==> src/hw/urx_pkg.sv <==
// shared constants and types of the serial receiver
package urx_pkg;

  // ---------------------------------------------------------------
  // oversampling and bit timing
  // ---------------------------------------------------------------
  localparam int OVS_RATE = 16;
  localparam logic [3:0] SAMPLE_FIRST = 4'h7;
  localparam logic [3:0] SAMPLE_LAST = 4'h9;
  localparam logic [3:0] BIT_DECIDE = 4'(OVS_RATE - 1);
  localparam int DIV_W = 16;
  localparam logic [DIV_W-1:0] TICK_RST = 16'h0000;

  // ---------------------------------------------------------------
  // word format
  // ---------------------------------------------------------------
  localparam logic [3:0] BITS_SHORT = 4'h8;
  localparam logic [3:0] BITS_LONG = 4'h9;
  localparam int WORD_W = 9;

  // ---------------------------------------------------------------
  // buffer entry layout: word, framing error, parity error
  // ---------------------------------------------------------------
  localparam int FE_POS = 9;
  localparam int PE_POS = 10;
  localparam int ENTRY_W = 11;
  localparam int FIFO_DEPTH = 2;

  // ---------------------------------------------------------------
  // reset values
  // ---------------------------------------------------------------
  localparam logic IDLE_RST = 1'b1;
  localparam logic FLAG_RST = 1'b0;

  typedef enum logic [2:0] {
    URX_IDLE,
    URX_START,
    URX_DATA,
    URX_STOP,
    URX_WAIT_HIGH
  } urx_state_t;

endpackage

==> src/hw/urx_fifo_if.sv <==
// link between the receiver core and its word buffer
`timescale 1ns/100ps
`default_nettype none
interface urx_fifo_if #(parameter int W = 11) ();
  logic push_valid;
  logic push_ready;
  logic [W-1:0] push_data;
  logic pop_valid;
  logic pop_ready;
  logic [W-1:0] pop_data;
  logic flush;

  modport producer (
    output push_valid, push_data, pop_ready, flush,
    input push_ready, pop_valid, pop_data
  );
  modport store (
    input push_valid, push_data, pop_ready, flush,
    output push_ready, pop_valid, pop_data
  );
endinterface
`default_nettype wire

==> src/hw/urx_fifo.sv <==
// small word buffer in flip-flops with valid/ready on both sides
`timescale 1ns/100ps
`default_nettype none
module urx_fifo import urx_pkg::*; #(
  parameter int DEPTH = FIFO_DEPTH,
  parameter int W = ENTRY_W
) (
  input wire logic core_clk,
  input wire logic rst_n,
  urx_fifo_if.store fb
);

  localparam int AW = (DEPTH > 2) ? $clog2(DEPTH) : 1;
  localparam int CW = $clog2(DEPTH + 1);

  logic [W-1:0] mem [DEPTH];
  logic [AW-1:0] wr_ptr, rd_ptr, next_wr_ptr, next_rd_ptr;
  logic [CW-1:0] count, next_count;
  logic do_push, do_pop;

  function automatic logic [AW-1:0] bump(input logic [AW-1:0] p);
    return (p == AW'(DEPTH - 1)) ? '0 : AW'(p + 1'b1);
  endfunction

  // ---------------------------------------------------------------
  // handshake and pointer update
  // ---------------------------------------------------------------
  assign fb.push_ready = (count != CW'(DEPTH));
  assign fb.pop_valid = (count != '0);
  assign fb.pop_data = mem[rd_ptr];
  assign do_push = fb.push_valid && fb.push_ready && !fb.flush;
  assign do_pop = fb.pop_ready && fb.pop_valid && !fb.flush;

  always_comb begin
    next_wr_ptr = do_push ? bump(wr_ptr) : wr_ptr;
    next_rd_ptr = do_pop ? bump(rd_ptr) : rd_ptr;
    next_count = count;
    if (fb.flush) begin
      next_wr_ptr = '0;
      next_rd_ptr = '0;
      next_count = '0;
    end else if (do_push && !do_pop) begin
      next_count = CW'(count + 1'b1);
    end else if (do_pop && !do_push) begin
      next_count = CW'(count - 1'b1);
    end
  end

  always_ff @(posedge core_clk) begin
    if (!rst_n) begin
      wr_ptr <= '0;
      rd_ptr <= '0;
      count <= '0;
    end else begin
      wr_ptr <= next_wr_ptr;
      rd_ptr <= next_rd_ptr;
      count <= next_count;
    end
  end

  // storage carries no reset; count alone says what is valid
  always_ff @(posedge core_clk) begin
    if (do_push) begin
      mem[wr_ptr] <= fb.push_data;
    end
  end
endmodule // urx_fifo
`default_nettype wire

==> src/hw/urx_top.sv <==
// receive half of an asynchronous serial port with error flags
//
// Contract
// - words are 8 or 9 bits; in 9-bit mode the top bit shows as ninth bit
// - recovery runs at sixteen ticks per bit; shifter advances once per bit
// - each bit level is a majority vote of three samples
// - after the stop bit the word moves to the buffer if it has room
// - serial data enters least significant bit first
// - the buffer holds two words while a third keeps arriving
// - third word into full buffer sets overrun, keeps buffer, drops word
// - with receiver enabled the line is watched for a start bit
// - data-available is set while the buffer holds at least one word
// - status read then data read clears overrun and noise; data-available clears when the buffer empties
// - with interrupts enabled, each transfer and each overrun requests one
// - a break is a framing error: zero word, data-available, idle set
// - after a break no new start is seen until the line is high
// - idle reads zero from start detect to stop, one otherwise
// - noise still transfers the word and sets noise with data-available
// - a low stop bit sets the framing error flag
// - framing and parity errors travel with the word; reset clears them
// - with parity enabled, a mismatch to odd or even sets parity error
// - the shift register is never visible to software
// - port disable empties buffer, clears flags and sets idle
// - only one stop bit is checked per frame
`timescale 1ns/100ps
`default_nettype none
module urx_top import urx_pkg::*; (
  input wire logic core_clk,
  input wire logic rst_n,
  input wire logic rx_in,
  input wire logic port_enable,
  input wire logic receiver_enable,
  input wire logic word_length_select,
  input wire logic parity_enable,
  input wire logic parity_type_select,
  input wire logic rx_interrupt_enable,
  input wire logic [DIV_W-1:0] baud_divisor,
  input wire logic status_read,
  input wire logic data_read,
  output logic [7:0] rx_data,
  output logic ninth_rx_bit,
  output logic rx_data_available_flag,
  output logic overrun_flag,
  output logic noise_flag,
  output logic framing_error_flag,
  output logic parity_error_flag,
  output logic receiver_idle_flag,
  output logic rx_irq
);

  // ---------------------------------------------------------------
  // helpers
  // ---------------------------------------------------------------
  function automatic logic maj3(input logic [2:0] s);
    return (s[0] & s[1]) | (s[0] & s[2]) | (s[1] & s[2]);
  endfunction

  function automatic logic split3(input logic [2:0] s);
    return (s != 3'h0) && (s != 3'h7);
  endfunction

  // ---------------------------------------------------------------
  // state
  // ---------------------------------------------------------------
  urx_state_t state, next_state;
  logic [DIV_W-1:0] tick_cnt, next_tick_cnt;
  logic [3:0] os_cnt, next_os_cnt;
  logic [2:0] samp, next_samp;
  logic [3:0] bit_idx, next_bit_idx;
  logic [WORD_W-1:0] rx_shift_register, next_rx_shift_register;
  logic noisy, next_noisy;
  logic rx_prev;
  logic armed, next_armed;
  logic next_overrun, next_noise, next_idle, next_irq;
  logic active, tick, decide, bit_level, bit_noise, noisy_all;
  logic [3:0] nbits;
  logic [WORD_W-1:0] word;
  logic stop_bad, par_bad, accept, clear_seq;

  urx_fifo_if #(.W(ENTRY_W)) fb ();

  urx_fifo #(.DEPTH(FIFO_DEPTH), .W(ENTRY_W)) u_fifo (
    .core_clk(core_clk),
    .rst_n(rst_n),
    .fb(fb)
  );

  // ---------------------------------------------------------------
  // bit timing and sampling
  // ---------------------------------------------------------------
  assign active = port_enable && receiver_enable;
  assign tick = (tick_cnt == baud_divisor);
  assign decide = tick && (os_cnt == BIT_DECIDE);
  assign bit_level = maj3(samp);
  assign bit_noise = split3(samp);
  assign noisy_all = noisy || bit_noise;
  assign nbits = word_length_select ? BITS_LONG : BITS_SHORT;

  // 8-bit words sit in the upper shifter bits after eight shifts
  assign word = word_length_select ? rx_shift_register
                                   : {1'b0, rx_shift_register[WORD_W-1:1]};
  // a low first stop bit is a framing error
  assign stop_bad = !bit_level;
  // parity bit is the top word bit
  assign par_bad = parity_enable && ((^word) != parity_type_select);

  // ---------------------------------------------------------------
  // buffer side
  // ---------------------------------------------------------------
  // hand over on the stop decision
  assign fb.push_valid = active && (state == URX_STOP) && decide;
  // error bits stored with the word
  assign fb.push_data = {par_bad, stop_bad, word};
  assign fb.pop_ready = data_read;
  assign fb.flush = !port_enable;
  assign accept = fb.push_valid && fb.push_ready;
  // status access followed by data read
  assign clear_seq = armed && data_read;

  assign rx_data = fb.pop_data[7:0];
  // ninth bit from the buffer head
  assign ninth_rx_bit = fb.pop_data[8];
  assign rx_data_available_flag = fb.pop_valid;
  // head flags readable before the word is popped
  assign framing_error_flag = fb.pop_valid && fb.pop_data[FE_POS];
  assign parity_error_flag = fb.pop_valid && fb.pop_data[PE_POS];

  // ---------------------------------------------------------------
  // frame sequencer next values
  // ---------------------------------------------------------------
  always_comb begin
    next_state = state;
    next_tick_cnt = tick ? TICK_RST : DIV_W'(tick_cnt + 1'b1);
    next_os_cnt = tick ? 4'(os_cnt + 1'b1) : os_cnt;
    next_samp = samp;
    next_bit_idx = bit_idx;
    next_rx_shift_register = rx_shift_register;
    next_noisy = noisy;
    next_idle = receiver_idle_flag;
    if (tick && (os_cnt >= SAMPLE_FIRST) && (os_cnt <= SAMPLE_LAST)) begin
      next_samp = {samp[1:0], rx_in};
    end
    case (state)
      URX_IDLE: begin
        next_os_cnt = 4'h0;
        if (active && rx_prev && !rx_in) begin
          next_state = URX_START;
          next_tick_cnt = TICK_RST;
          next_noisy = 1'b0;
          next_bit_idx = 4'h0;
          next_idle = 1'b0;
        end
      end
      URX_START: begin
        if (decide) begin
          next_noisy = noisy_all;
          // a high start level was a glitch
          if (bit_level) begin
            next_state = URX_IDLE;
            next_idle = 1'b1;
          end else begin
            next_state = URX_DATA;
          end
        end
      end
      URX_DATA: begin
        if (decide) begin
          next_rx_shift_register = {bit_level, rx_shift_register[WORD_W-1:1]};
          next_noisy = noisy_all;
          next_bit_idx = 4'(bit_idx + 1'b1);
          // frame length follows the word length select
          if (bit_idx == 4'(nbits - 1'b1)) begin
            next_state = URX_STOP;
          end
        end
      end
      URX_STOP: begin
        if (decide) begin
          // a break ends here as a zero word
          // idle rises once the stop bit is read
          next_idle = 1'b1;
          // a low stop holds off the next start
          next_state = stop_bad ? URX_WAIT_HIGH : URX_IDLE;
        end
      end
      URX_WAIT_HIGH: begin
        if (rx_in) begin
          next_state = URX_IDLE;
        end
      end
      default: begin
        next_state = URX_IDLE;
      end
    endcase
    // a dropped enable aborts any frame in progress
    if (!active) begin
      next_state = URX_IDLE;
      next_idle = 1'b1;
    end
  end

  always_ff @(posedge core_clk) begin
    if (!rst_n) begin
      state <= URX_IDLE;
      tick_cnt <= TICK_RST;
      os_cnt <= 4'h0;
      samp <= 3'h7;
      bit_idx <= 4'h0;
      rx_shift_register <= '0;
      noisy <= FLAG_RST;
      receiver_idle_flag <= IDLE_RST;
      rx_prev <= 1'b1;
    end else begin
      state <= next_state;
      tick_cnt <= next_tick_cnt;
      os_cnt <= next_os_cnt;
      samp <= next_samp;
      bit_idx <= next_bit_idx;
      rx_shift_register <= next_rx_shift_register;
      noisy <= next_noisy;
      receiver_idle_flag <= next_idle;
      rx_prev <= rx_in;
    end
  end

  // ---------------------------------------------------------------
  // status flags and interrupt request
  // ---------------------------------------------------------------
  // a set in the same cycle as the clearing read wins, so no event is lost
  always_comb begin
    next_armed = armed;
    next_overrun = overrun_flag;
    next_noise = noise_flag;
    if (status_read) begin
      next_armed = 1'b1;
    end else if (data_read) begin
      next_armed = 1'b0;
    end
    if (clear_seq) begin
      next_overrun = 1'b0;
      next_noise = 1'b0;
    end
    // full buffer drops the new word
    if (fb.push_valid && !fb.push_ready) begin
      next_overrun = 1'b1;
    end
    if (accept && noisy_all) begin
      next_noise = 1'b1;
    end
    next_irq = rx_interrupt_enable && fb.push_valid;
    if (!port_enable) begin
      next_armed = 1'b0;
      next_overrun = 1'b0;
      next_noise = 1'b0;
      next_irq = 1'b0;
    end
  end

  always_ff @(posedge core_clk) begin
    if (!rst_n) begin
      armed <= FLAG_RST;
      overrun_flag <= FLAG_RST;
      noise_flag <= FLAG_RST;
      rx_irq <= FLAG_RST;
    end else begin
      armed <= next_armed;
      overrun_flag <= next_overrun;
      noise_flag <= next_noise;
      rx_irq <= next_irq;
    end
  end
endmodule // urx_top
`default_nettype wire

==> config.mk <==
export PLATFORM = sky130hd
export DESIGN_NAME = urx_top
export DESIGN_NICKNAME = d
export VERILOG_FILES = /design/src/hw/urx_pkg.sv /design/src/hw/urx_fifo_if.sv /design/src/hw/urx_fifo.sv /design/src/hw/urx_top.sv
export SDC_FILE = /design/constraint.sdc
export NUM_CORES = 1
export LEC_CHECK = 0
export BUFFER_PORTS_ARGS = -buffer_cell sky130_fd_sc_hd__buf_2
export CAP_MARGIN = 20
export CORE_ASPECT_RATIO = 0.75
export CORE_MARGIN = 2
export CORE_UTILIZATION = 58
export DETAILED_ROUTE_END_ITERATION = 12
export HOLD_SLACK_MARGIN = 0.08
export PLACE_DENSITY = 0.8
export SLEW_MARGIN = 10
export SYNTH_ARGS = -nofsm -noshare
export SYNTH_HDL_FRONTEND = slang
export SYNTH_HIERARCHICAL = 1
export SYNTH_SLANG_ARGS = --single-unit
==> constraint.sdc <==
create_clock -name core_clk -period 3.42 [get_ports core_clk]
set_clock_uncertainty 0.15 [all_clocks]
set_input_delay 0.342 -clock core_clk [delete_from_list [all_inputs] [get_ports core_clk]]
set_output_delay 0.342 -clock core_clk [all_outputs]
set_load 0.01 [all_outputs]
==> metrics.cfg <==
[route]
first_pass_iters=4
drt_iter0_drc=191
ant_nets=0
num_vias=2576
drc=0
wirelength_um=7028
avgRoutedWirePerCell_um=14.92
viasPerCell=5.469

[timing]
timing.final.crit_share_pct=80.97
hold_viol=0
setup_viol=0
rsz0062_at_grt=no
period_needed_ns=2.769
finalMaxSlewViolations=0
fin_ws_ns=0.6508
worst_pin_slew_ns=0.6150
maxSlewHeadroom_pct=58.88
tns_ns=0
fmax_mhz=361.1

[setup_path]
crit_path_end_kind=register
slowest_stage=or3_1
critPathMaxStageDelay_ns=0.38
timing.critical_path.buf_inv=0
crit_path_max_fanout=7
rr_worst_depth=10
crit_chain=xor2_1 -> nor4_2 -> and4_1 -> nand2_2 -> nor2_1 -> nand2_1 -> nor2_1 -> ha_1 -> or3_1 -> a21oi_1
worstSetupPathDepth=10
path_class=register to register
crit_required_ns=3.55
crit_arrival_ns=2.90
cp_top_family=simple AND/OR/NAND/NOR gates
worst_setup_path_start_kind=register
path_common_cell=nor2_1

[cells_and_area]
n_antenna_cell=0
fin_nets=421
final_cells=471
drive_gt1_share_pct=21.88
area_delta_synth_final_pct=13.56

[global_routing]
overflow=0
grt_use_total_pct=22.71
grt_pass1_vias=2381
antenna_found_initial=0
grt_max_degree=25
grt_pass1_wl_um=11470

[floorplan]
core_sq_um=5796
pin_count=43
initial_utilization_pct=59.87
dieWidth_um=93.31
core.rowCount=24
die_h_um=70.98
dieArea_sq_um=6623

[placed_design]
port_buffers=42
hpwlAfterDp_um=5252
dp_slack_ns=0.6162
globalplace.congestion=0.8304
placed_cells=453

[pwr]
p_per_area_nw_per_um2=390.9
peakVddDrop_v=0.0001890
p_leak_uw=0.001429

[clock_tree]
cts_buffers=9
cts-root-buf=clkbuf_8
clock_sinks=73
path_clk_slew_ns=0.07
cts_tree=built
ctsHtreeMaxLevel=3
clk_path_buf_depth=2
clk_latency_ns=0.35

[synth]
synthAdderAreaFrac_pct=2.164
synth-seq-cells=73
yosys-top-cells-area=dfxtp_1 29%, edfxtp_1 19%, xor2_1 7.8%
yosysTopAreaCell=dfxtp_1
synthArstFlopShare_pct=0
synth_fp_nets=372
synth_top_area_share_pct=29.43
ys_seq_area_share_pct=48.47
synth_cell_type_count=44
synth.cell_area_sq_um=3470
yosysMostFrequentCell=dfxtp_1
ys.flop_type=dfxtp_1
yosys.area_share.simple_pct=20.12
syn_inst=339
yosys-top-cells-count=51 x dfxtp_1, 36 x nand2_1, 31 x xor2_1
synth_edf_count=22
synth_xor_area_share_pct=11.25
yosys_warnings=6
muxShareOfSynthArea_pct=9.629
synth-compound-area-share_pct=5.734
postSynthAreaPerCell_sq_um=10.23
synth_top_family_by_area=simple AND/OR/NAND/NOR gates

[hold_path]
hp-class=primary input to register
holdPathStages=2

[job]
cap_violations=0

[outcome]
outcome=complete, no violations

==> state kept, by name (all words and copies together) (netlist names), named ones only <==
| register | cells |
|---|---|
| receiver_idle_flag | 1 |
| u_fifo/mem | 22 |
| rx_irq | 1 |
| os_cnt | 4 |
| noisy | 1 |
| u_fifo/count | 2 |
| rx_shift_register | 9 |
| overrun_flag | 1 |
| armed | 1 |
| rx_prev | 1 |
| tick_cnt | 16 |
| u_fifo/rd_ptr | 1 |
| noise_flag | 1 |
| u_fifo/wr_ptr | 1 |
| state | 3 |
| bit_idx | 4 |
| samp | 3 |
==> cell type report <==
cell class | instances | area [sq um]
Sequential cell | 73 | 1682
Clock buffer | 14 | 152.6
Timing Repair Buffer | 47 | 252.7
Inverter | 12 | 45.04
Clock inverter | 2 | 13.76
Fill cell | 443 | 1856
Multi-Input combinational cell | 245 | 1697
Tap cell | 78 | 97.59
==> worst paths after layout <==
kind                                  endpoint  slack [ns]                   start
setup / recovery  u_fifo/count[1]$_SDFFE_PP0P_        0.65  tick_cnt[7]$_SDFF_PN0_
hold / removal              rx_prev$_SDFF_PN1_        0.11                   rx_in
setup reg to reg  u_fifo/count[1]$_SDFFE_PP0P_        0.65  tick_cnt[7]$_SDFF_PN0_
hold reg to reg             noisy$_SDFFE_PN0P_        0.31      noisy$_SDFFE_PN0P_
==> power breakdown <==
group / internal [uW] / switching, uW
Sequential: 890 / 4.13
Combinational: 28.5 / 37.7
Clock: 284 / 295
Total: 1200 / 337
==> layout by cell type (no fill, tap or decap), types with 2 or more instances in the layout <==
cell type	n
nand3_1	9
xnor2_1	11
and3_1	4
or3_1	8
nor2_1	26
clkbuf_1	4
mux2_2	18
ha_1	6
nor4_2	4
buf_4	3
and4_1	3
nand3b_1	2
inv_1	12
o31ai_1	3
a21o_1	3
edfxtp_1	22
xor2_1	31
dlygate4sd3_1	2
a21oi_1	10
and2_1	8
nand2_1	36
nor3_1	8
mux2i_1	12
clkbuf_8	10
nand2b_1	4
nand4_1	9
dfxtp_1	51
nand2_2	2
buf_2	42
o21ai_0	12
or2_2	2
==> kinds of logic after synthesis <==
logic type,Yosys count
DFF,73
AOI/OAI and AO/OA,33
xor gates and xnor gates,43
buffers and inverters,21
and+or+nand+nor,132
muxes,31
adders and majority gates,6
==> what timing repair did <==
action / in CTS / in global routing
hold buffers: 2 / 0
resized for setup: 0 / 0
endpoints found under the hold margin: 2 / 0
setup buffers: 0 / 0
==> layer usage <==
layer  track usage, %  wire length, um  up-vias
li1                 -                -     1284
met1            33.36             3420     1226
met2            32.29             3064       52
met3            6.283              420       14
met4            8.007              122        0
met5                0                0        -
==> metrics by stage <==
stage | total power (uW) | hold slack (ns) | area (sq um) | utilization [%]
CTS | 1552 | 0.08836 | 3940 | 67.98
global route | 1590 | 0.09937 | 3940 | 67.98
floorplan | 949.3 | 0.2697 | 3470 | -
global placement | 975.3 | 0.2776 | 3754 | 64.77
finish | 1540 | 0.1091 | 3940 | 67.98
detailed placement | 977.9 | 0.2896 | 3754 | 64.77
No activity file was read; power rests on OpenSTA's default activity.
